===== src/hw/drs_regs.svh =====
// Functional notes
// - Dancer mode only when action select is 40, 41, 42 or 43.
// - PID_ACTIVE_FLAG correction is added to the active mode's main speed command.
// - Main speed ramps with second accel and decel times.
// - Input function 14 routes terminal to dancer enable; dancer runs only when on.
// - Without an enable terminal, action select alone enables dancer control.
// - Action select zero or enable off gives normal uncorrected operation.
// - Terminal 4 is never the main speed source in dancer mode.
// - Set point from setting; roller position from terminal 4.
// - Range 0: 4-20 mA, 1: 0-5 V, 2: 0-10 V, scaled 0-100%.
// - Upper flag while measured exceeds limit unless 9999; codes 15/115.
// - Lower flag while measured below limit unless 9999; codes 14/114.
// - Direction flag on for forward, off for reverse or stop; 16/116.
// - PID_ACTIVE_FLAG-active flag while dancer control runs; codes 47/147.
// - Output function codes 100 or more drive inverted logic.
// - Thermistor level not 9999 removes terminal 2 from main speed use.
// - Enable rise adopts output frequency; fall ends dancer at set frequency.
// - Values 42 and 43 scale correction by main speed ratio.
`ifndef DRS_REGS_SVH
`define DRS_REGS_SVH
`define DRS_ACT_FIRST 8'h28
`define DRS_ACT_LAST 8'h2b
`define DRS_ACT_RATIO_FIRST 8'h2a
`define DRS_IN_FUNC_ENABLE 8'h0e
`define DRS_OUT_FUNC_LOWER 8'h0e
`define DRS_OUT_FUNC_UPPER 8'h0f
`define DRS_OUT_FUNC_DIR 8'h10
`define DRS_OUT_FUNC_PID 8'h2f
`define DRS_OUT_FUNC_NEG 8'h64
`define DRS_NO_FUNCTION 14'h270f
`define DRS_PCT_FULL 11'h3e8
`define DRS_PCT_HALF 11'h1f4
`define DRS_RANGE_MA 2'h0
`define DRS_RANGE_5V 2'h1
`define DRS_RANGE_10V 2'h2
`define DRS_ADC_4MA 12'h333
`define DRS_K_MA 12'h4e2
`define DRS_K_5V 12'h7d0
`define DRS_K_10V 12'h3e8
`define DRS_RATIO_K 13'h0aec
`define DRS_CLK_PERIOD_NS 8
`define DRS_RAMP_STEP_NS 16667
`define DRS_RAMP_STEP_CYC ((`DRS_RAMP_STEP_NS + `DRS_CLK_PERIOD_NS - 1) / `DRS_CLK_PERIOD_NS)
`endif


===== src/hw/drs_pkg.sv =====
package drs_pkg;
  typedef enum logic [1:0] {
    DRS_ST_NORMAL = 2'b01,
    DRS_ST_DANCER = 2'b10
  } drs_state_e;
  typedef enum logic [1:0] {
    DRS_MODE_EXT = 2'h0,
    DRS_MODE_PANEL = 2'h1,
    DRS_MODE_NET = 2'h2
  } drs_mode_e;
  typedef enum logic [1:0] {
    DRS_SRC_T2 = 2'h0,
    DRS_SRC_T4 = 2'h1,
    DRS_SRC_MULTI = 2'h2
  } drs_src_e;
  typedef struct packed {
    logic upper;
    logic lower;
    logic forward;
    logic pid_active_flag;
  } drs_flags_s;
endpackage : drs_pkg


===== src/hw/drs_flags_if.sv =====
`timescale 1ns/1ps
interface drs_flags_if;
  drs_pkg::drs_flags_s flags;
  modport src (output flags);
  modport dst (input flags);
endinterface : drs_flags_if


===== src/hw/drs_out_map.sv =====
`timescale 1ns/1ps
`include "drs_regs.svh"
module drs_out_map (
  input wire logic clk_sys,
  input wire logic rstn,
  input wire logic [7:0] func_code,
  drs_flags_if.dst fl,
  output logic term_out
);
  logic term_reg;
  logic term_next;
  logic [7:0] base;
  logic sel;
  always_comb
  begin
    base = (func_code >= `DRS_OUT_FUNC_NEG) ? func_code - `DRS_OUT_FUNC_NEG : func_code;
    if (base == `DRS_OUT_FUNC_UPPER)
      sel = fl.flags.upper;
    else if (base == `DRS_OUT_FUNC_LOWER)
      sel = fl.flags.lower;
    else if (base == `DRS_OUT_FUNC_DIR)
      sel = fl.flags.forward;
    else if (base == `DRS_OUT_FUNC_PID)
      sel = fl.flags.pid_active_flag;
    else
      sel = 1'b0;
    term_next = (func_code >= `DRS_OUT_FUNC_NEG) ? ~sel : sel;
  end
  always_ff @(posedge clk_sys or negedge rstn)
  begin
    if (!rstn)
      term_reg <= 1'b0;
    else
      term_reg <= term_next;
  end
  assign term_out = term_reg;
endmodule : drs_out_map


===== src/hw/drs_trim.sv =====
`timescale 1ns/1ps
`include "drs_regs.svh"
module drs_trim #(
  parameter int RAMP_STEP_CYC = `DRS_RAMP_STEP_CYC
) (
  input wire logic clk_sys,
  input wire logic rstn,
  input wire logic [7:0] action_select_setting,
  input wire logic [4:0][7:0] input_terminal_function_settings,
  input wire logic [4:0] input_terminals,
  input wire logic [13:0] set_point_setting,
  input wire logic [1:0] input_range_setting,
  input wire logic [11:0] terminal4_adc,
  input wire logic [13:0] upper_limit_setting,
  input wire logic [13:0] lower_limit_setting,
  input wire logic [13:0] thermistor_level_setting,
  input wire logic [15:0] second_accel_time,
  input wire logic [15:0] second_decel_time,
  input wire logic [1:0] operation_mode,
  input wire logic [1:0] ext_source_select,
  input wire logic [15:0] terminal2_speed,
  input wire logic [15:0] terminal4_speed,
  input wire logic [15:0] multi_speed,
  input wire logic [15:0] panel_speed,
  input wire logic [15:0] network_speed,
  input wire logic [15:0] output_frequency,
  input wire logic running,
  input wire logic forward_running,
  input wire logic signed [15:0] pid_correction,
  input wire logic [7:0] output_terminal_function_a,
  input wire logic [7:0] output_terminal_function_b,
  input wire logic [7:0] output_terminal_function_c,
  output logic [15:0] speed_command,
  output logic [10:0] pid_set_point,
  output logic [10:0] pid_measured,
  output logic dancer_active,
  output logic output_terminal_a,
  output logic output_terminal_b,
  output logic output_terminal_c
);
  drs_pkg::drs_state_e state_reg, state_next;
  logic [15:0] main_reg, main_next;
  logic [27:0] cnt_reg, cnt_next;
  logic [15:0] cmd_reg, cmd_next;
  logic [10:0] sp_reg, sp_next;
  logic [10:0] meas_reg, meas_next;
  drs_pkg::drs_flags_s flags_reg, flags_next;
  logic en_assigned;
  logic en_in;
  logic act_ok;
  logic want;
  logic [15:0] target;
  logic [27:0] interval;
  logic [23:0] prod;
  logic [12:0] offs;
  logic signed [31:0] corr_w;
  logic signed [17:0] corr;
  logic signed [17:0] sum;
  drs_flags_if fl_if ();

  always_comb
  begin
    en_assigned = 1'b0;
    en_in = 1'b0;
    for (int i = 0; i < 5; i++)
    begin
      if (input_terminal_function_settings[i] == `DRS_IN_FUNC_ENABLE)
      begin
        en_assigned = 1'b1;
        en_in = en_in | input_terminals[i];
      end
    end
    act_ok = action_select_setting >= `DRS_ACT_FIRST && action_select_setting <= `DRS_ACT_LAST;
    want = act_ok && (!en_assigned || en_in);
  end

  always_comb
  begin
    target = 16'h0000;
    if (operation_mode == drs_pkg::DRS_MODE_PANEL)
      target = panel_speed;
    else if (operation_mode == drs_pkg::DRS_MODE_NET)
      target = network_speed;
    else if (ext_source_select == drs_pkg::DRS_SRC_MULTI)
      target = multi_speed;
    else if (ext_source_select == drs_pkg::DRS_SRC_T4 && !want)
      target = terminal4_speed;
    else if (thermistor_level_setting == `DRS_NO_FUNCTION)
      target = terminal2_speed;
    // terminal 4 refused in dancer mode, falls to terminal 2 above while thermistor level is 9999, else zero
  end

  always_comb
  begin
    state_next = state_reg;
    main_next = main_reg;
    cnt_next = cnt_reg;
    interval = 28'h0000000;
    case (state_reg)
      drs_pkg::DRS_ST_NORMAL:
      begin
        main_next = target;
        cnt_next = 28'h0000000;
        if (want)
        begin
          state_next = drs_pkg::DRS_ST_DANCER;
          if (running)
            main_next = output_frequency;
        end
      end
      drs_pkg::DRS_ST_DANCER:
      begin
        interval = (main_reg < target) ? 28'(second_accel_time * RAMP_STEP_CYC)
                                       : 28'(second_decel_time * RAMP_STEP_CYC);
        if (main_reg == target)
          cnt_next = 28'h0000000;
        else if (cnt_reg + 28'h0000001 >= interval)
        begin
          cnt_next = 28'h0000000;
          main_next = (main_reg < target) ? main_reg + 16'h0001 : main_reg - 16'h0001;
        end
        else
          cnt_next = cnt_reg + 28'h0000001;
        if (!want)
        begin
          state_next = drs_pkg::DRS_ST_NORMAL;
          main_next = target;
        end
      end
      default:
        state_next = drs_pkg::DRS_ST_NORMAL;
    endcase
  end

  always_comb
  begin
    corr_w = (32'(pid_correction) * 32'(signed'({1'b0, main_reg}))) * 32'(signed'(`DRS_RATIO_K));
    if (action_select_setting >= `DRS_ACT_RATIO_FIRST)
      corr = 18'(corr_w >>> 24);
    else
      corr = 18'(pid_correction);
    sum = 18'(signed'({2'b00, main_reg})) + corr;
    if (state_reg != drs_pkg::DRS_ST_DANCER || !want)
      cmd_next = target;
    else if (sum < 0)
      cmd_next = 16'h0000;
    else if (sum > 18'sh0ffff)
      cmd_next = 16'hffff;
    else
      cmd_next = sum[15:0];
  end

  always_comb
  begin
    offs = 13'h0000;
    prod = 24'h000000;
    if (input_range_setting == `DRS_RANGE_MA)
    begin
      offs = (terminal4_adc > `DRS_ADC_4MA) ? 13'(terminal4_adc - `DRS_ADC_4MA) : 13'h0000;
      prod = 24'(offs * `DRS_K_MA);
    end
    else if (input_range_setting == `DRS_RANGE_5V)
      prod = 24'(terminal4_adc * `DRS_K_5V);
    else
      prod = 24'(terminal4_adc * `DRS_K_10V);
    meas_next = (prod[23:12] > 12'(`DRS_PCT_FULL)) ? `DRS_PCT_FULL : prod[22:12];
    sp_next = (set_point_setting == `DRS_NO_FUNCTION) ? `DRS_PCT_HALF : set_point_setting[10:0];
    flags_next.upper = upper_limit_setting != `DRS_NO_FUNCTION && act_ok &&
                       14'(meas_next) > upper_limit_setting;
    flags_next.lower = lower_limit_setting != `DRS_NO_FUNCTION && act_ok &&
                       14'(meas_next) < lower_limit_setting;
    flags_next.forward = running && forward_running;
    flags_next.pid_active_flag = state_next == drs_pkg::DRS_ST_DANCER;
  end

  always_ff @(posedge clk_sys or negedge rstn)
  begin
    if (!rstn)
    begin
      state_reg <= drs_pkg::DRS_ST_NORMAL;
      main_reg <= 16'h0000;
      cnt_reg <= 28'h0000000;
      cmd_reg <= 16'h0000;
      sp_reg <= 11'h000;
      meas_reg <= 11'h000;
      flags_reg <= '0;
    end
    else
    begin
      state_reg <= state_next;
      main_reg <= main_next;
      cnt_reg <= cnt_next;
      cmd_reg <= cmd_next;
      sp_reg <= sp_next;
      meas_reg <= meas_next;
      flags_reg <= flags_next;
    end
  end

  assign fl_if.flags = flags_reg;
  assign speed_command = cmd_reg;
  assign pid_set_point = sp_reg;
  assign pid_measured = meas_reg;
  assign dancer_active = flags_reg.pid_active_flag;

  drs_out_map u_map_a (
    .clk_sys(clk_sys),
    .rstn(rstn),
    .func_code(output_terminal_function_a),
    .fl(fl_if.dst),
    .term_out(output_terminal_a)
  );
  drs_out_map u_map_b (
    .clk_sys(clk_sys),
    .rstn(rstn),
    .func_code(output_terminal_function_b),
    .fl(fl_if.dst),
    .term_out(output_terminal_b)
  );
  drs_out_map u_map_c (
    .clk_sys(clk_sys),
    .rstn(rstn),
    .func_code(output_terminal_function_c),
    .fl(fl_if.dst),
    .term_out(output_terminal_c)
  );
endmodule : drs_trim


===== config.mk =====
export PLATFORM = sky130hd
export DESIGN_NAME = drs_trim
export DESIGN_NICKNAME = d
export VERILOG_FILES = /design/src/hw/drs_pkg.sv /design/src/hw/drs_flags_if.sv /design/src/hw/drs_out_map.sv /design/src/hw/drs_trim.sv
export VERILOG_INCLUDE_DIRS = /design/src /design/src/hw
export SDC_FILE = /design/constraint.sdc
export NUM_CORES = 2
export LEC_CHECK = 0
export ABC_AREA = 0
export BUFFER_PORTS_ARGS = -buffer_cell sky130_fd_sc_hd__buf_2
export CAP_MARGIN = 40
export CORE_ASPECT_RATIO = 0.9
export CORE_MARGIN = 3
export CORE_UTILIZATION = 56
export DETAILED_ROUTE_END_ITERATION = 16
export PLACE_DENSITY_LB_ADDON = 0.12
export SYNTH_ARGS = -nofsm -noshare
export SYNTH_HDL_FRONTEND = slang
export SYNTH_SLANG_ARGS = --single-unit

===== constraint.sdc =====
create_clock -name clk_sys -period 13.86 [get_ports clk_sys]
set_clock_uncertainty 0.15 [all_clocks]
set_input_delay 0 -clock clk_sys [delete_from_list [all_inputs] [get_ports clk_sys]]
set_output_delay 0 -clock clk_sys [all_outputs]
set_load 0.01 [all_outputs]

==> reports/summary.json <==
{
  "max-slew-margin-rel": 0.3717,
  "place_worst_setup_slack_ns": -0.1478,
  "placement.io_buffers": 339,
  "final_period_minus_worst_setup_slack_ns": 13.30,
  "achievable_freq_ghz": 0.07519,
  "design.die.area_sq_um": 55730,
  "drt_via_density": 5.583,
  "design_area_sq_um": 33280,
  "tritoncts_clock_tree": "done",
  "synth-main-ff-cell": "sky130_fd_sc_hd__dfrtp_1",
  "drt_pre_antenna_iters": 6,
  "synthSimpleGateAreaFrac": 0.1439,
  "n_fill_cell": 4512,
  "max_cap_viol_count": 0,
  "final.setup.worst_slack_ns": 0.5604,
  "core.rowCount": 79,
  "ioPinCount": 341,
  "cp_required_ns": 13.98,
  "placed_cells_incl_taps": 4429,
  "combinational_family_with_the_most_area_after_synthesis": "adder cells",
  "synthesis.instances": 3430,
  "adder_cell_area_share_of_the_yosys_netlist": 0.4783,
  "detail-route-antenna-nets": 0,
  "ys.warnings.count": 0,
  "die_width_microns": 248.5,
  "number_of_antenna_violations_at_the_first_check_in_global_routing": 11,
  "ff_latch_area_sq_um": 2286,
  "synth_edf_count": 0,
  "place_hpwl_microns": 69280,
  "least_margin_pin_slew_ns": 0.9402,
  "post-route-drc-count": 0,
  "clkLatencyLatePin_ns": 0.38,
  "setup_viol_count_final": 0,
  "launch_instance_of_the_worst_register_to_register_path": "main_reg[3]$_DFFE_PN0P_",
  "combined_area_of_the_multi_input_logic_cells_sq_um": 24460,
  "detailroute.via_count": 25110,
  "tritoncts.num_buffers": 9,
  "chip_height_microns": 224.3,
  "syn_to_final_growth_pct": 12.29,
  "synth_seq_area_share": 0.07687,
  "gp_congestion": 0.9503,
  "endpoint_kind": "flip-flop",
  "core_sq_um": 51990,
  "largest_register_ff_count": 28,
  "yosys.area_share.xor_xnor": 0.04867,
  "multiplexer_area_fraction_after_synthesis": 0.02187,
  "worstSetupPathType": "reg -> reg",
  "grt_start_max_net_pins": 59,
  "final.period_utilization": 0.9596,
  "detail_route.wirelength_microns": 81300,
  "timing.critical_path.slowest_stage_cell": "sky130_fd_sc_hd__fa_1",
  "tritoncts_num_sinks": 91,
  "floorplan.initialDensity": 0.5701,
  "final_hold_viol_count": 0,
  "timing.critical_path.from_type": "flip-flop",
  "clk_root_buffer_cell": "sky130_fd_sc_hd__clkbuf_16",
  "worstHoldPathType": "in -> reg",
  "final_layout_size_suffix_gt1_frac": 0.1358,
  "synth_cell_type_count": 91,
  "globalRouteOverflowTotal": 0,
  "global_route.usage.total": 0.2917,
  "synth-compound-area-share": 0.1266,
  "outcome": "finished, final reports clean",
  "first_global_vias": 25890,
  "nets": 4998,
  "async_flop_share": 1.000,
  "mean_area_per_synthesized_cell_sq_um": 8.641,
  "crit_path_start": "main_reg[3]$_DFFE_PN0P_",
  "crit_arrival_ns": 13.42,
  "routedWlPerCell_microns": 18.07,
  "detailed_route_iter0_violations": 1712,
  "final_non_filler_cells": 4498,
  "critPathMaxStageDelay_ns": 0.55,
  "yosys_register_bits": 91,
  "placed_cell_area_sq_um": 32350,
  "report.final.slew_viol_count": 0,
  "wire_length_of_the_first_global_routing_pass_microns": 132300,
  "cts-htree-levels": 3,
  "clock_tree.buffer_depth": 2,
  "setup_tns_ns": 0,
  "critPathMostFrequentCell": "sky130_fd_sc_hd__fa_1",
  "netlist_area_sq_um": 29640,
  "worstPathMaxFanout": 15,
  "cts.clk_slew.worst_paths_ns": 0.07,
  "hold_path_startpoint": "output_frequency[13]"
}
[cells in the mapped netlist, drive strengths merged (39+ instances only)]
cell    count  share of area
a21o       62          0.016
a21oi     143          0.024
and2      158          0.033
clkbuf     81          0.010
dfrtp      90          0.076
fa        380           0.26
ha        525           0.22
inv       723          0.092
nand2     250          0.032
nand3      44         0.0076
nor2      136          0.018
nor2b      43         0.0091
nor3       39         0.0066
o21ai     133          0.023
xnor2     103          0.031
xor2       54          0.016
[final timing paths]
kind | slack (ns) | cells past startpoint | to
worst max register to register | 0.56 | 50 | speed_command[5]$_DFF_PN0_
min in group asynchronous | 0.53 | 4 | u_map_c.term_out$_DFF_PN0_
worst max-delay path | 0.56 | 50 | speed_command[5]$_DFF_PN0_
worst min-delay path | 0.04 | 4 | main_reg[13]$_DFFE_PN0P_
worst min register to register | 0.38 | 1 | cnt_reg[27]$_DFFE_PN0P_
max in group asynchronous | 12.15 | 4 | main_reg[6]$_DFFE_PN0P_
[layout by cell type, fill, tap and decap left out, drive strengths merged, types with 14 or more instances in the layout]
master and n:
a21oi 143, nor2 136, nand3 44, o21ai 133, nor2b 43, fa 380
nand2b 38, and3 15, inv 724, buf 409, mux2i 35, o21a 25
a21o 62, nor3 39, dfrtp 90, a31oi 17, nand2 250, a32o 24
dlygate4sd3 32, xnor2 103, nand3b 14, nor4 17, ha 525, xor2 54
nand4 32, and2 158, mux2 25
[through the flow]
stage	hold WS [ns]	utilization
after global routing	0.02472	0.6400
after floorplan	-0.4456	-
final	0.04452	0.6402
after CTS	0.002679	0.6358
after global placement	-0.1664	0.6210
after detailed placement	-0.1629	0.6223
[routing by layer]
metal  global-route usage  up-vias  part of all wire
met5                    0        -                 0
met4              0.07905        0             0.025
met3              0.03318      122             0.056
met2               0.4948      729              0.48
met1               0.3992    12330              0.44
li1                     -    11930                 -
[cell type report]
type	count	share of cell area
Clock buffer	10	0.006879
Antenna cell	11	0.0008270
Tap cell	688	0.02586
Multi-Input combinational cell	2527	0.7350
Clock inverter	6	0.002895
Sequential cell	91	0.06868
Timing Repair Buffer	441	0.07804
Inverter	724	0.08176
[cells by family after synthesis]
| logic type | Yosys count |
|---|---|
| adders and majority gates | 905 |
| and+or+nand+nor | 837 |
| buffers and inverters | 814 |
| AOI/OAI and AO/OA | 563 |
| xor gates and xnor gates | 159 |
| DFF | 91 |
| muxes | 60 |
| other | 1 |
[repair_timing]
action | CTS | global route
hold buffers | 33 | 0
endpoints found under the setup margin | 16 | 16
pin swaps | 0 | 5
setup buffers | 2 | 5
hold endpoints to repair | 52 | 0
gates resized for setup | 2 | 41
[worst max-delay path: cells and delay by family (launching register included)]
family | cells | cell delay (ns)
xor+xnor | 2 | 0.48
fa+ha+maj | 14 | 6.38
simple gates | 12 | 2.03
compound gates | 12 | 2.45
mux | 1 | 0.18
buf+inv | 9 | 1.05
flops | 1 | 0.48
Power is left out: the tool's default activity adds up to more than one toggle a clock period on the data nets, which glitch-free logic cannot reach.
